$ cat config.mk
export PLATFORM = sky130hd
export DESIGN_NAME = counter_gate_time_base
export DESIGN_NICKNAME = d
export VERILOG_FILES = /design/src/logic/time_base_pkg.sv /design/src/logic/counter_gate_time_base.sv /design/src/logic/decade_divider.sv /design/src/logic/pulse_one_shot.sv
export SDC_FILE = /design/constraint.sdc
export NUM_CORES = 1
export LEC_CHECK = 0
export CORE_MARGIN = 2
export CORE_UTILIZATION = 57
export DETAILED_ROUTE_END_ITERATION = 10
export DONT_BUFFER_PORTS = 1
export PLACE_DENSITY = 0.75
export SLEW_MARGIN = 5
export SYNTH_ARGS = -nofsm -noshare
export SYNTH_HDL_FRONTEND = slang
export SYNTH_SLANG_ARGS = --single-unit
$ cat constraint.sdc
create_clock -name clk -period 2.2 [get_ports clk]
set_clock_uncertainty 0.1 [all_clocks]
set_input_delay 0 -clock clk [delete_from_list [all_inputs] [get_ports clk]]
set_output_delay 0 -clock clk [all_outputs]
set_load 0.01 [all_outputs]
$ cat src/logic/time_base_pkg.sv
package time_base_pkg;

  localparam int CLK_MHZ = 40;
  localparam int CLK_HZ  = CLK_MHZ * 1_000_000;
  localparam int REF_HZ  = 1_000_000;
  localparam int REF_CYCLES = CLK_HZ / REF_HZ;

  localparam logic [3:0] DIGIT_ZERO   = 4'h0;
  localparam logic [3:0] DIGIT_MAX    = 4'h9;
  localparam logic [3:0] LAST_PRESET  = 4'h9;
  localparam logic [3:0] THIRD_PRESET = 4'h0;

  localparam int WINDOW_MS = 10;
  localparam int REF_TICKS_PER_WINDOW = WINDOW_MS * (REF_HZ / 1000);

  localparam int RESET_PULSE_NS    = 500;
  localparam int TRANSFER_PULSE_NS = 500;
  localparam int START_DELAY_NS    = 1000;

  localparam int COUNT_RATE_HZ = 5;
  localparam int REPEAT_MS     = 1000 / COUNT_RATE_HZ;
  localparam int INIT_DELAY_MS = REPEAT_MS - WINDOW_MS;
  localparam int INIT_DELAY_CYCLES = INIT_DELAY_MS * (CLK_HZ / 1000);
  localparam int DELAY_W = 24;

  // least times: round up, never below one cycle
  function automatic int ns_to_cycles(input int ns);
    int c;
    c = (ns * CLK_MHZ + 999) / 1000;
    return (c < 1) ? 1 : c;
  endfunction

  localparam int RESET_PULSE_CYCLES    = ns_to_cycles(RESET_PULSE_NS);
  localparam int TRANSFER_PULSE_CYCLES = ns_to_cycles(TRANSFER_PULSE_NS);
  localparam int START_DELAY_CYCLES    = ns_to_cycles(START_DELAY_NS);
  localparam int PULSE_W = 8;

endpackage

$ cat src/logic/counter_gate_time_base.sv
`timescale 1ns/100ps
// Notes on behaviour
// - the gate window timing comes from a 1 MHz reference derived from the clock; pulse widths and delays count clock cycles.
// - four decade dividers follow the reference; two run freely, the last two are preset each cycle.
// - the per-cycle reset loads the last divider with 9 and the third with 0.
// - gated divider advance is held off until a delay after the reset pulse has ended.
// - the start gate passes divider pulses only while the cycle flip-flop marks a cycle in progress.
// - the third divider's first pulse rolls the last from 9 to 0, which opens the 10 ms gate.
// - in sweep mode a positive initiate pulse from outside resets the cycle flip-flop.
// - resetting the cycle flip-flop fires the reset one-shot and begins a new cycle.
// - in counter mode the flip-flop is set at gate close and reset after an internal delay.
// - the set of the flip-flop at gate close fires the transfer pulse.
// - with no count in progress the gate stays off and the block output stays high.
// - the reset pulse clears the gate, presets the gated dividers, delays start and clears the counters.
// - at count end a short transfer pulse latches the counters into the display stores.
// - the counter-mode delay gives about five cycles each second.
// - while the gate is on each input pulse goes out as a count pulse.
module counter_gate_time_base #(
  parameter int REF_CYCLES        = time_base_pkg::REF_CYCLES,
  parameter int INIT_DELAY_CYCLES = time_base_pkg::INIT_DELAY_CYCLES
) (
  input  wire logic clk,                      // 40 MHz clock
  input  wire logic rst,                      // sync reset, high
  input  wire logic sweep_mode_select_line_n, // low selects scope/recorder
  input  wire logic counter_mode_select_line_n, // low selects counter
  input  wire logic count_initiate,           // comparator pulse, high
  input  wire logic input_pulse,              // conditioned input event
  output logic      gate_open_q,              // main gate true output
  output logic      gate_block_q,             // main gate complement
  output logic      count_pulse_q,            // count pulse to decades
  output logic      decade_clear_q,           // clear to decades, high
  output logic      transfer_q,               // latch into display stores
  output logic      cycle_idle_q              // sample-rate flip-flop true
);
  localparam int RW = 8;
  localparam int WIN_CYCLES = REF_CYCLES * time_base_pkg::REF_TICKS_PER_WINDOW;

  // reference prescaler
  logic [RW-1:0] ref_cnt_q, ref_cnt_d;
  logic          ref_tick;

  assign ref_tick = (ref_cnt_q == RW'(REF_CYCLES - 1));

  always_comb begin
    ref_cnt_d = ref_tick ? '0 : ref_cnt_q + RW'(1);
  end

  always_ff @(posedge clk) begin
    if (rst)
      ref_cnt_q <= '0;
    else
      ref_cnt_q <= ref_cnt_d;
  end

  // divider chain
  logic [3:0] first_digit, second_digit, third_digit, last_digit;
  logic       first_carry, second_carry, third_carry, last_carry;
  logic       reset_pulse, start_gate, third_adv;

  assign third_adv = second_carry && start_gate;

  decade_divider first_free_decade (
    .clk        (clk),
    .rst        (rst),
    .preset     (1'b0),
    .preset_val (time_base_pkg::DIGIT_ZERO),
    .adv        (ref_tick),
    .digit_q    (first_digit),
    .carry      (first_carry)
  );

  decade_divider second_free_decade (
    .clk        (clk),
    .rst        (rst),
    .preset     (1'b0),
    .preset_val (time_base_pkg::DIGIT_ZERO),
    .adv        (first_carry),
    .digit_q    (second_digit),
    .carry      (second_carry)
  );

  decade_divider third_gated_decade (
    .clk        (clk),
    .rst        (rst),
    .preset     (reset_pulse),
    .preset_val (time_base_pkg::THIRD_PRESET),
    .adv        (third_adv),
    .digit_q    (third_digit),
    .carry      (third_carry)
  );

  decade_divider last_gated_decade (
    .clk        (clk),
    .rst        (rst),
    .preset     (reset_pulse),
    .preset_val (time_base_pkg::LAST_PRESET),
    .adv        (third_carry),
    .digit_q    (last_digit),
    .carry      (last_carry)
  );

  // one-shots
  logic idle_prev_q;
  logic reset_trig, transfer_trig;

  assign reset_trig    = idle_prev_q && !cycle_idle_q;
  assign transfer_trig = !idle_prev_q && cycle_idle_q;

  pulse_one_shot #(.WIDTH(time_base_pkg::RESET_PULSE_CYCLES)) reset_one_shot (
    .clk     (clk),
    .rst     (rst),
    .trig    (reset_trig),
    .pulse_q (reset_pulse)
  );

  pulse_one_shot #(.WIDTH(time_base_pkg::TRANSFER_PULSE_CYCLES)) transfer_one_shot (
    .clk     (clk),
    .rst     (rst),
    .trig    (transfer_trig),
    .pulse_q (transfer_q)
  );

  assign decade_clear_q = reset_pulse;

  // start delay: trailing edge of reset delayed before the gated dividers may run
  logic [RW-1:0] start_cnt_q, start_cnt_d;
  logic          start_ok_q, start_ok_d;

  always_comb begin
    start_cnt_d = start_cnt_q;
    start_ok_d  = start_ok_q;
    // idle clears it too, so a new cycle never inherits the last one's finished delay
    if (reset_pulse || cycle_idle_q) begin
      start_cnt_d = '0;
      start_ok_d  = 1'b0;
    end else if (!start_ok_q) begin
      start_cnt_d = start_cnt_q + RW'(1);
      start_ok_d  = (start_cnt_q == RW'(time_base_pkg::START_DELAY_CYCLES - 1));
    end
  end

  assign start_gate = start_ok_q && !cycle_idle_q && !reset_pulse;

  always_ff @(posedge clk) begin
    if (rst) begin
      start_cnt_q <= '0;
      start_ok_q  <= 1'b0;
    end else begin
      start_cnt_q <= start_cnt_d;
      start_ok_q  <= start_ok_d;
    end
  end

  // main gate flip-flop
  logic gate_d;

  always_comb begin
    gate_d = gate_open_q;
    if (reset_pulse)
      gate_d = 1'b0;
    else if (last_carry)
      gate_d = !gate_open_q;
  end

  always_ff @(posedge clk) begin
    if (rst) begin
      gate_open_q   <= 1'b0;
      gate_block_q  <= 1'b1;
      count_pulse_q <= 1'b0;
    end else begin
      gate_open_q   <= gate_d;
      gate_block_q  <= !gate_d;
      count_pulse_q <= input_pulse && gate_open_q;
    end
  end

  // sample-rate flip-flop and counter-mode initiate delay
  localparam int DELAY_W = time_base_pkg::DELAY_W;
  logic               sweep_sel, counter_sel, gate_closing;
  logic               init_prev_q, init_rise;
  logic               idle_d, delay_done;
  logic [DELAY_W-1:0] delay_cnt_q, delay_cnt_d;

  // sweep line wins if both are low; selection is the outside's duty
  assign sweep_sel    = !sweep_mode_select_line_n;
  assign counter_sel  = sweep_mode_select_line_n && !counter_mode_select_line_n;
  assign gate_closing = gate_open_q && last_carry && !reset_pulse;
  assign init_rise    = count_initiate && !init_prev_q;
  assign delay_done   = (delay_cnt_q == DELAY_W'(INIT_DELAY_CYCLES - 1));

  always_comb begin
    delay_cnt_d = '0;
    if (cycle_idle_q && counter_sel && !delay_done)
      delay_cnt_d = delay_cnt_q + DELAY_W'(1);
  end

  // gate close sets the flip-flop and wins over any initiate in that cycle
  always_comb begin
    idle_d = cycle_idle_q;
    if (gate_closing)
      idle_d = 1'b1;
    else if (sweep_sel && init_rise)
      idle_d = 1'b0;
    else if (counter_sel && cycle_idle_q && delay_done)
      idle_d = 1'b0;
  end

  always_ff @(posedge clk) begin
    if (rst) begin
      cycle_idle_q <= 1'b1;
      idle_prev_q  <= 1'b1;
      init_prev_q  <= 1'b0;
      delay_cnt_q  <= '0;
    end else begin
      cycle_idle_q <= idle_d;
      idle_prev_q  <= cycle_idle_q;
      init_prev_q  <= count_initiate;
      delay_cnt_q  <= delay_cnt_d;
    end
  end

  // checker helpers
  logic [RW-1:0] ref_gap_q;
  logic [RW-1:0] clear_gap_q;
  logic [31:0]   win_cnt_q;
  logic          ref_seen_q;

  always_ff @(posedge clk) begin
    if (rst) begin
      ref_gap_q   <= '0;
      clear_gap_q <= '0;
      ref_seen_q  <= 1'b0;
      win_cnt_q   <= '0;
    end else begin
      ref_gap_q   <= ref_tick ? '0 : ref_gap_q + RW'(1);
      clear_gap_q <= reset_pulse ? '0 : ((&clear_gap_q) ? clear_gap_q : clear_gap_q + RW'(1));
      ref_seen_q <= ref_seen_q || ref_tick;
      win_cnt_q  <= gate_open_q ? win_cnt_q + 32'h1 : 32'h0;
    end
  end

  property p_ref_period;
    @(posedge clk) disable iff (rst)
      ref_tick && ref_seen_q |-> ref_gap_q == RW'(REF_CYCLES - 1);
  endproperty
  a_ref_period: assert property (p_ref_period) else $error("reference tick spacing wrong");

  property p_free_run;
    @(posedge clk) disable iff (rst)
      first_carry |=> second_digit != $past(second_digit);
  endproperty
  a_free_run: assert property (p_free_run) else $error("free divider did not advance");

  property p_preset;
    @(posedge clk) disable iff (rst)
      reset_pulse |=> last_digit == time_base_pkg::LAST_PRESET && third_digit == time_base_pkg::THIRD_PRESET;
  endproperty
  a_preset: assert property (p_preset) else $error("gated dividers not preset");

  property p_start_hold;
    @(posedge clk) disable iff (rst)
      third_adv |-> clear_gap_q >= RW'(time_base_pkg::START_DELAY_CYCLES);
  endproperty
  a_start_hold: assert property (p_start_hold) else $error("dividers ran right after reset");

  property p_start_gate;
    @(posedge clk) disable iff (rst)
      cycle_idle_q |=> $stable(third_digit) && $stable(last_digit);
  endproperty
  a_start_gate: assert property (p_start_gate) else $error("divider pulse passed while idle");

  property p_gate_open;
    @(posedge clk) disable iff (rst)
      $rose(gate_open_q) |-> $past(last_carry) && last_digit == time_base_pkg::DIGIT_ZERO;
  endproperty
  a_gate_open: assert property (p_gate_open) else $error("gate opened without rollover");

  property p_sweep_start;
    @(posedge clk) disable iff (rst)
      sweep_sel && init_rise && cycle_idle_q && !gate_closing |=> !cycle_idle_q ##1 decade_clear_q;
  endproperty
  a_sweep_start: assert property (p_sweep_start) else $error("initiate did not start a cycle");

  property p_counter_start;
    @(posedge clk) disable iff (rst)
      counter_sel && cycle_idle_q && delay_done && !gate_closing |=> !cycle_idle_q;
  endproperty
  a_counter_start: assert property (p_counter_start) else $error("internal delay did not start");

  property p_transfer;
    @(posedge clk) disable iff (rst)
      $rose(cycle_idle_q) |=> transfer_q;
  endproperty
  a_transfer: assert property (p_transfer) else $error("no transfer at count end");

  property p_idle_blocked;
    @(posedge clk) disable iff (rst)
      cycle_idle_q && !$past(gate_open_q) |-> gate_block_q && !count_pulse_q;
  endproperty
  a_idle_blocked: assert property (p_idle_blocked) else $error("input passed while idle");

  property p_clear_gate;
    @(posedge clk) disable iff (rst)
      decade_clear_q |=> !gate_open_q;
  endproperty
  a_clear_gate: assert property (p_clear_gate) else $error("reset did not clear gate");

  property p_count_pass;
    @(posedge clk) disable iff (rst)
      input_pulse && gate_open_q |=> count_pulse_q;
  endproperty
  a_count_pass: assert property (p_count_pass) else $error("count pulse lost");

  property p_window;
    @(posedge clk) disable iff (rst)
      $fell(gate_open_q) && !$past(reset_pulse) |-> $past(win_cnt_q) == 32'(WIN_CYCLES - 1);
  endproperty
  a_window: assert property (p_window) else $error("window length wrong");

endmodule

$ cat src/logic/decade_divider.sv
`timescale 1ns/100ps
module decade_divider (
  input  wire logic       clk,       // system clock
  input  wire logic       rst,       // sync reset, high
  input  wire logic       preset,    // load preset_val
  input  wire logic [3:0] preset_val,// value to load
  input  wire logic       adv,       // count one step
  output logic      [3:0] digit_q,   // current digit
  output logic            carry      // 9 to 0 rollover this cycle
);
  logic [3:0] digit_d;

  assign carry = adv && !preset && (digit_q == time_base_pkg::DIGIT_MAX);

  always_comb begin
    digit_d = digit_q;
    if (preset)
      digit_d = preset_val;
    else if (carry)
      digit_d = time_base_pkg::DIGIT_ZERO;
    else if (adv)
      digit_d = digit_q + 4'h1;
  end

  always_ff @(posedge clk) begin
    if (rst)
      digit_q <= time_base_pkg::DIGIT_ZERO;
    else
      digit_q <= digit_d;
  end
endmodule

$ cat src/logic/pulse_one_shot.sv
`timescale 1ns/100ps
module pulse_one_shot #(
  parameter int unsigned WIDTH = 1
) (
  input  wire logic clk,     // system clock
  input  wire logic rst,     // sync reset, high
  input  wire logic trig,    // start pulse
  output logic      pulse_q  // high for WIDTH cycles
);
  localparam int W = time_base_pkg::PULSE_W;
  logic [W-1:0] cnt_q, cnt_d;
  logic         pulse_d;

  // retrigger while running is ignored, like the analog one-shot
  always_comb begin
    cnt_d = cnt_q;
    if (cnt_q != '0)
      cnt_d = cnt_q - W'(1);
    else if (trig)
      cnt_d = W'(WIDTH);
    pulse_d = (cnt_d != '0);
  end

  always_ff @(posedge clk) begin
    if (rst) begin
      cnt_q   <= '0;
      pulse_q <= 1'b0;
    end else begin
      cnt_q   <= cnt_d;
      pulse_q <= pulse_d;
    end
  end
endmodule

Yosys cells after proc, flatten, opt, wreduce, memory -nomap -nowiden. Cells that the tools add are included.

$add $sub $neg: 9. Equal/unequal tests: 7. Multiplexer cells: 12. Bitwise logic cells: 1. Reductions and logical operators: 44.

Operators with widths (count): $mux W8 (4); $reduce_bool A8 Y1 (4); $add A24 B1 Y24 const B (1); $eq A24 B23 Y1 const B (1); $logic_and A1 B1 Y1 (20); $add A4 B1 Y4 const B (4); $add A8 B1 Y8 const B (2); $eq A4 B4 Y1 const B (4); $eq A8 B6 Y1 const B (2); $sub A8 B1 Y8 const B (2); $mux W4 (3); $reduce_or A2 Y1 (6); $logic_not A1 Y1 (9); $reduce_or A3 Y1 (2); $mux W1 (5); $reduce_bool A3 Y1 (1); $reduce_bool A2 Y1 (1); $logic_or A1 B1 Y1 (1); $not A1 Y1 (1).

Register bits after elaboration: 81. Bits of input ports: 6. Output and inout bits: 6. Word-level logic and storage cells: 92.

Logic depth before layout (Yosys ltp).
Depth after elaboration: 11. Mapped depth: 8. Gate-level depth less buffers: 8.

By module. Synthesis repeated with hierarchy kept, for this count alone.

Cell total of the unflattened synthesis: 467. Area total of the unflattened synthesis: 4220.3 um2.

By module, submodules not included: counter_gate_time_base (instances 1, cells each 235, area each 2050.7 um2, sequential area each 940.9 um2); decade_divider (instances 4, cells each 30, area each 291.5 um2, sequential area each 80.1 um2); pulse_one_shot (instances 2, cells each 56, area each 501.7 um2, sequential area each 180.2 um2).

Worst setup path before layout. OpenSTA, ideal clock, no wires.

Path kind: reg2reg. Start: register ref_cnt_q[6]. End: register third_gated_decade.digit_q[2]. Setup time: 0.071 ns. Arrival: 2.042 ns. Required time: 2.029 ns. Slack: -0.013 ns. Stages on the path, launching flop included: 7. Buffers on the path: 2. Clock period less this slack: 2.213 ns. Path through: dfxtp_1 > or4_1 > buf_2 > or3_4 > buf_6 > or4_1 > a21oi_1.

Word-level cells in the longest chain between the ends: 7.

RTL lines: start, declared (line counter_gate_time_base.sv:39) `logic [RW-1:0] ref_cnt_q, ref_cnt_d;`; start signal, assigned (line counter_gate_time_base.sv:52) `ref_cnt_q <= ref_cnt_d;`; $eq A8 B6 Y1 * (line counter_gate_time_base.sv:42) `assign ref_tick = (ref_cnt_q == RW'(REF_CYCLES - 1));`; $logic_and A1 B1 Y1 * (2 in a row) (line decade_divider.sv:13) `assign carry = adv && !preset && (digit_q == time_base_pkg::DIGIT_MAX);`; $logic_and A1 B1 Y1 * (line counter_gate_time_base.sv:60) `assign third_adv = second_carry && start_gate;`; $logic_and A1 B1 Y1 (2 in a row) (line decade_divider.sv:13); $reduce_or A3 Y1 (no source line); end signal, assigned (line decade_divider.sv:27) `digit_q <= time_base_pkg::DIGIT_ZERO;`; end signal, assigned (line decade_divider.sv:29) `digit_q <= digit_d;`; end, declared (line decade_divider.sv:8) `output logic [3:0] digit_q,`.

Mark *: on every way between the ends. The rest lies on a longest branch, timed or not. A chain may end at the register's enable or synchronous reset.

Final worst setup path.
Start: register ref_cnt_q[7]. End: register last_gated_decade.digit_q[1].

Word-level cells in the longest chain between the ends: 9.

RTL lines (line): $eq A8 B6 Y1 * (counter_gate_time_base.sv:42); $logic_and A1 B1 Y1 * (2 in a row) (decade_divider.sv:13); $logic_and A1 B1 Y1 * (counter_gate_time_base.sv:60); $logic_and A1 B1 Y1 * (2 in a row) (decade_divider.sv:13); $logic_and A1 B1 Y1 (2 in a row) (decade_divider.sv:13); $reduce_or A3 Y1 (no source line); end signal, assigned (decade_divider.sv:27); end signal, assigned (decade_divider.sv:29); end, declared (decade_divider.sv:8).

Marks and branches as above.

==> run metrics <==
hold_sp input_pulse; drt wl/cell 13.66 microns; mapped cell area 0.003938 sq mm; Die Y 87.12 microns; hold path depth 3; CTS Buf Count 9; Pwr Density 963.9 mW/mm^2; Global Route met1 Usage 0.2635; initial core utilization 0.5828; dominant cell type by area after synthesis dfxtp_1; CTS tree done; P&R area growth vs syn 12.33%; DP HPWL 5423 microns; Tcrit/Tclk final 0.9844; Pre-antenna DRT Iters 4; I/O pins 12; count of yosys warnings during synthesis 0; HP Class input pin to flop; clock tree buffer depth 2; RSZ-0062 raised after global routing false; most used routing layer met2; via-per-instance ratio 5.911; met3 Use GR 0.05118; Overall Global Routing Usage 0.2193; Area contributors post-synth dfxtp_1 (41%), nor2_1 (5.5%), ha_1 (5.1%); core area 0.006756 sq mm; leading cell types by count after synthesis dfxtp_1 (81), nor2_1 (58), a21oi_1 (31); DIE AREA 0.007589 sq mm; total wire length 7814 microns; # H-tree levels 3; outcome completed; DRC viols 0; clk_lat worst skew 0.34 ns; Distinct cells, synth 47; CP required 2.38 ns; via count 3381; Port Buffer Count 0; Arr. time, crit path 2.35 ns; ys flop type dfxtp_1; flops & latches, synth 81; most frequent cell after synthesis dfxtp_1; peak supply drop 0.4414 mV; Max Fclk 461.8 MHz; GR Util met2 0.3879; first-pass GRT wire length 13500 microns; Max Cap Viol 0; syn nets 487; share of cells above drive strength 1 0.1077; row cnt 30; initial antenna violation count 0; overflow left after global routing 0; worst reg2reg path depth 4; Yosys top cell area share 0.4118; max-slew violations 0; CTS sink cnt 81; Avg Cell Area, Syn 8.468 sq um; Slew @ Worst Pin 0.6698 ns; Die X 87.12 microns; setup bufs post-CTS 0; Setup CP Type flop to flop; Cells after Synth 465; GP Congestion 0.8889; largest net degree at the start of global routing 39; clk root buf clkbuf_8; Rel. slew slack 0.5525; Post-Route Utilization 0.6546; clock-pin slew on the worst setup and hold paths 0.08 ns; vias in the first global route 3136; asr flop ratio synth 0; DP Worst Slack 0.09284 ns; R2R Path End last_gated_decade.digit_q[1]; cell area after layout 0.004423 sq mm; # setup viols final 0; Fin Setup TNS 0 ns; CP max FO 8; Placed Area 0.004141 sq mm; Seq/Total Area, Yosys 0.4118; Period minus WS final 2.166 ns; critical path capture point type flop; crit start category flop; initial DRC count 229; FF-to-FF Start ref_cnt_q[7]; Total Nets Final 509; r2r setup slk 0.03 ns; Final WS setup 0.03441 ns; Fin. Hold Viols 0; DRT antenna net count 0; WHS Endpoint count_pulse_q; n_diodes 0; EDFF count, synth 0; Leak 1.539 nW
## per-stage QoR
stage / std cells / hold WS, ns / power, mW
global placement: 549 / -0.02578 / 3.149
CTS: 571 / 0.1956 / 4.271
global route: 572 / 0.2397 / 4.559
finish: 572 / 0.2126 / 4.263
floorplan: 465 / 0.01379 / 2.803
detailed placement: 549 / -0.02379 / 3.173
## power breakdown
group	leakage, nW	internal (mW)	switching [mW]
clock	0.0953	0.552	0.512
sequential	0.659	1.62	0.190
combinational	0.785	0.655	0.731
## critical path, cell delays in order (launching register included)
cell and delay [ns]:
dfxtp_1 0.34, or4_4 0.56, or3_4 0.45, or4_1 0.52, a21boi_1 0.14
## what timing repair did
item,CTS,global route
resized for setup,0,3
hold buffers,6,0
setup endpoints to repair,0,1
endpoints found under the hold margin,80,0
## layer usage
layer,part of all wire,up-vias
met4,0.011,0
met1,0.46,1580
met3,0.034,10
li1,-,1725
met5,0,-
met2,0.50,66
## cell type report
type,instances,area [sq um]
clock buffer,11,141.4
clock inverter,5,55.05
fill,571,2333
inverter,17,63.81
multi-input combinational,351,2200
sequential,81,1623
tap,80,100.1
timing repair buffer,27,240.2
## sequential cells by signal, summed over array words and instances, names as in the netlist
| name | count |
|---|---|
| reset_one_shot.cnt_q | 8 |
| cycle_idle_q | 1 |
| transfer_one_shot.pulse_q | 1 |
| third_gated_decade.digit_q | 4 |
| idle_prev_q | 1 |
| delay_cnt_q | 24 |
| transfer_one_shot.cnt_q | 8 |
| reset_one_shot.pulse_q | 1 |
| ref_cnt_q | 8 |
| start_cnt_q | 8 |
| init_prev_q | 1 |
| first_free_decade.digit_q | 4 |
| second_free_decade.digit_q | 4 |
| last_gated_decade.digit_q | 4 |
| start_ok_q | 1 |
| count_pulse_q | 1 |
| gate_block_q | 1 |
| gate_open_q | 1 |
## worst max-delay path by stage
stage / from / endpoint / slack [ns] / cells after the start
after global placement: ref_cnt_q[7] / third_gated_decade.digit_q[3] / 0.13 / 4
after detailed placement: ref_cnt_q[7] / last_gated_decade.digit_q[1] / 0.09 / 4
after floorplan: ref_cnt_q[3] / third_gated_decade.digit_q[2] / 0.03 / 6
final: ref_cnt_q[7] / last_gated_decade.digit_q[1] / 0.03 / 4
after CTS: ref_cnt_q[7] / last_gated_decade.digit_q[1] / 0.07 / 4
after global routing: ref_cnt_q[7] / third_gated_decade.digit_q[3] / 0.0006 / 4
## cell families after synthesis
group | share of synthesized area
buffers and inverters | 0.03463
XOR/XNOR | 0.05783
adder cells (fa/ha/maj) | 0.05084
flip-flops | 0.4118
AO/OA/AOI/OAI | 0.1379
AND/OR/NAND/NOR | 0.2936
multiplexers | 0.01335
## placed cells by master (no fill, tap or decap), drive strengths merged, types with 3 or more instances in the layout
cell         instances
and4                 3
and3                 6
o31ai               15
mux2i                3
nand3b               3
nor3b                4
buf                 22
nor2                58
a21oi               31
a31oi                4
nand2b               4
nand3               20
xor2                15
or2                  4
or3                 14
nor3                15
nand2               30
nand4               10
ha                  16
dlygate4sd3          5
a41oi                3
a21boi               4
or4                 19
nor4                 9
inv                 17
o21ai               19
nor2b                4
dfxtp               81
xnor2               11
nand4b               3
clkbuf              11
and3b                3
No activity file was read; power rests on OpenSTA's default activity.
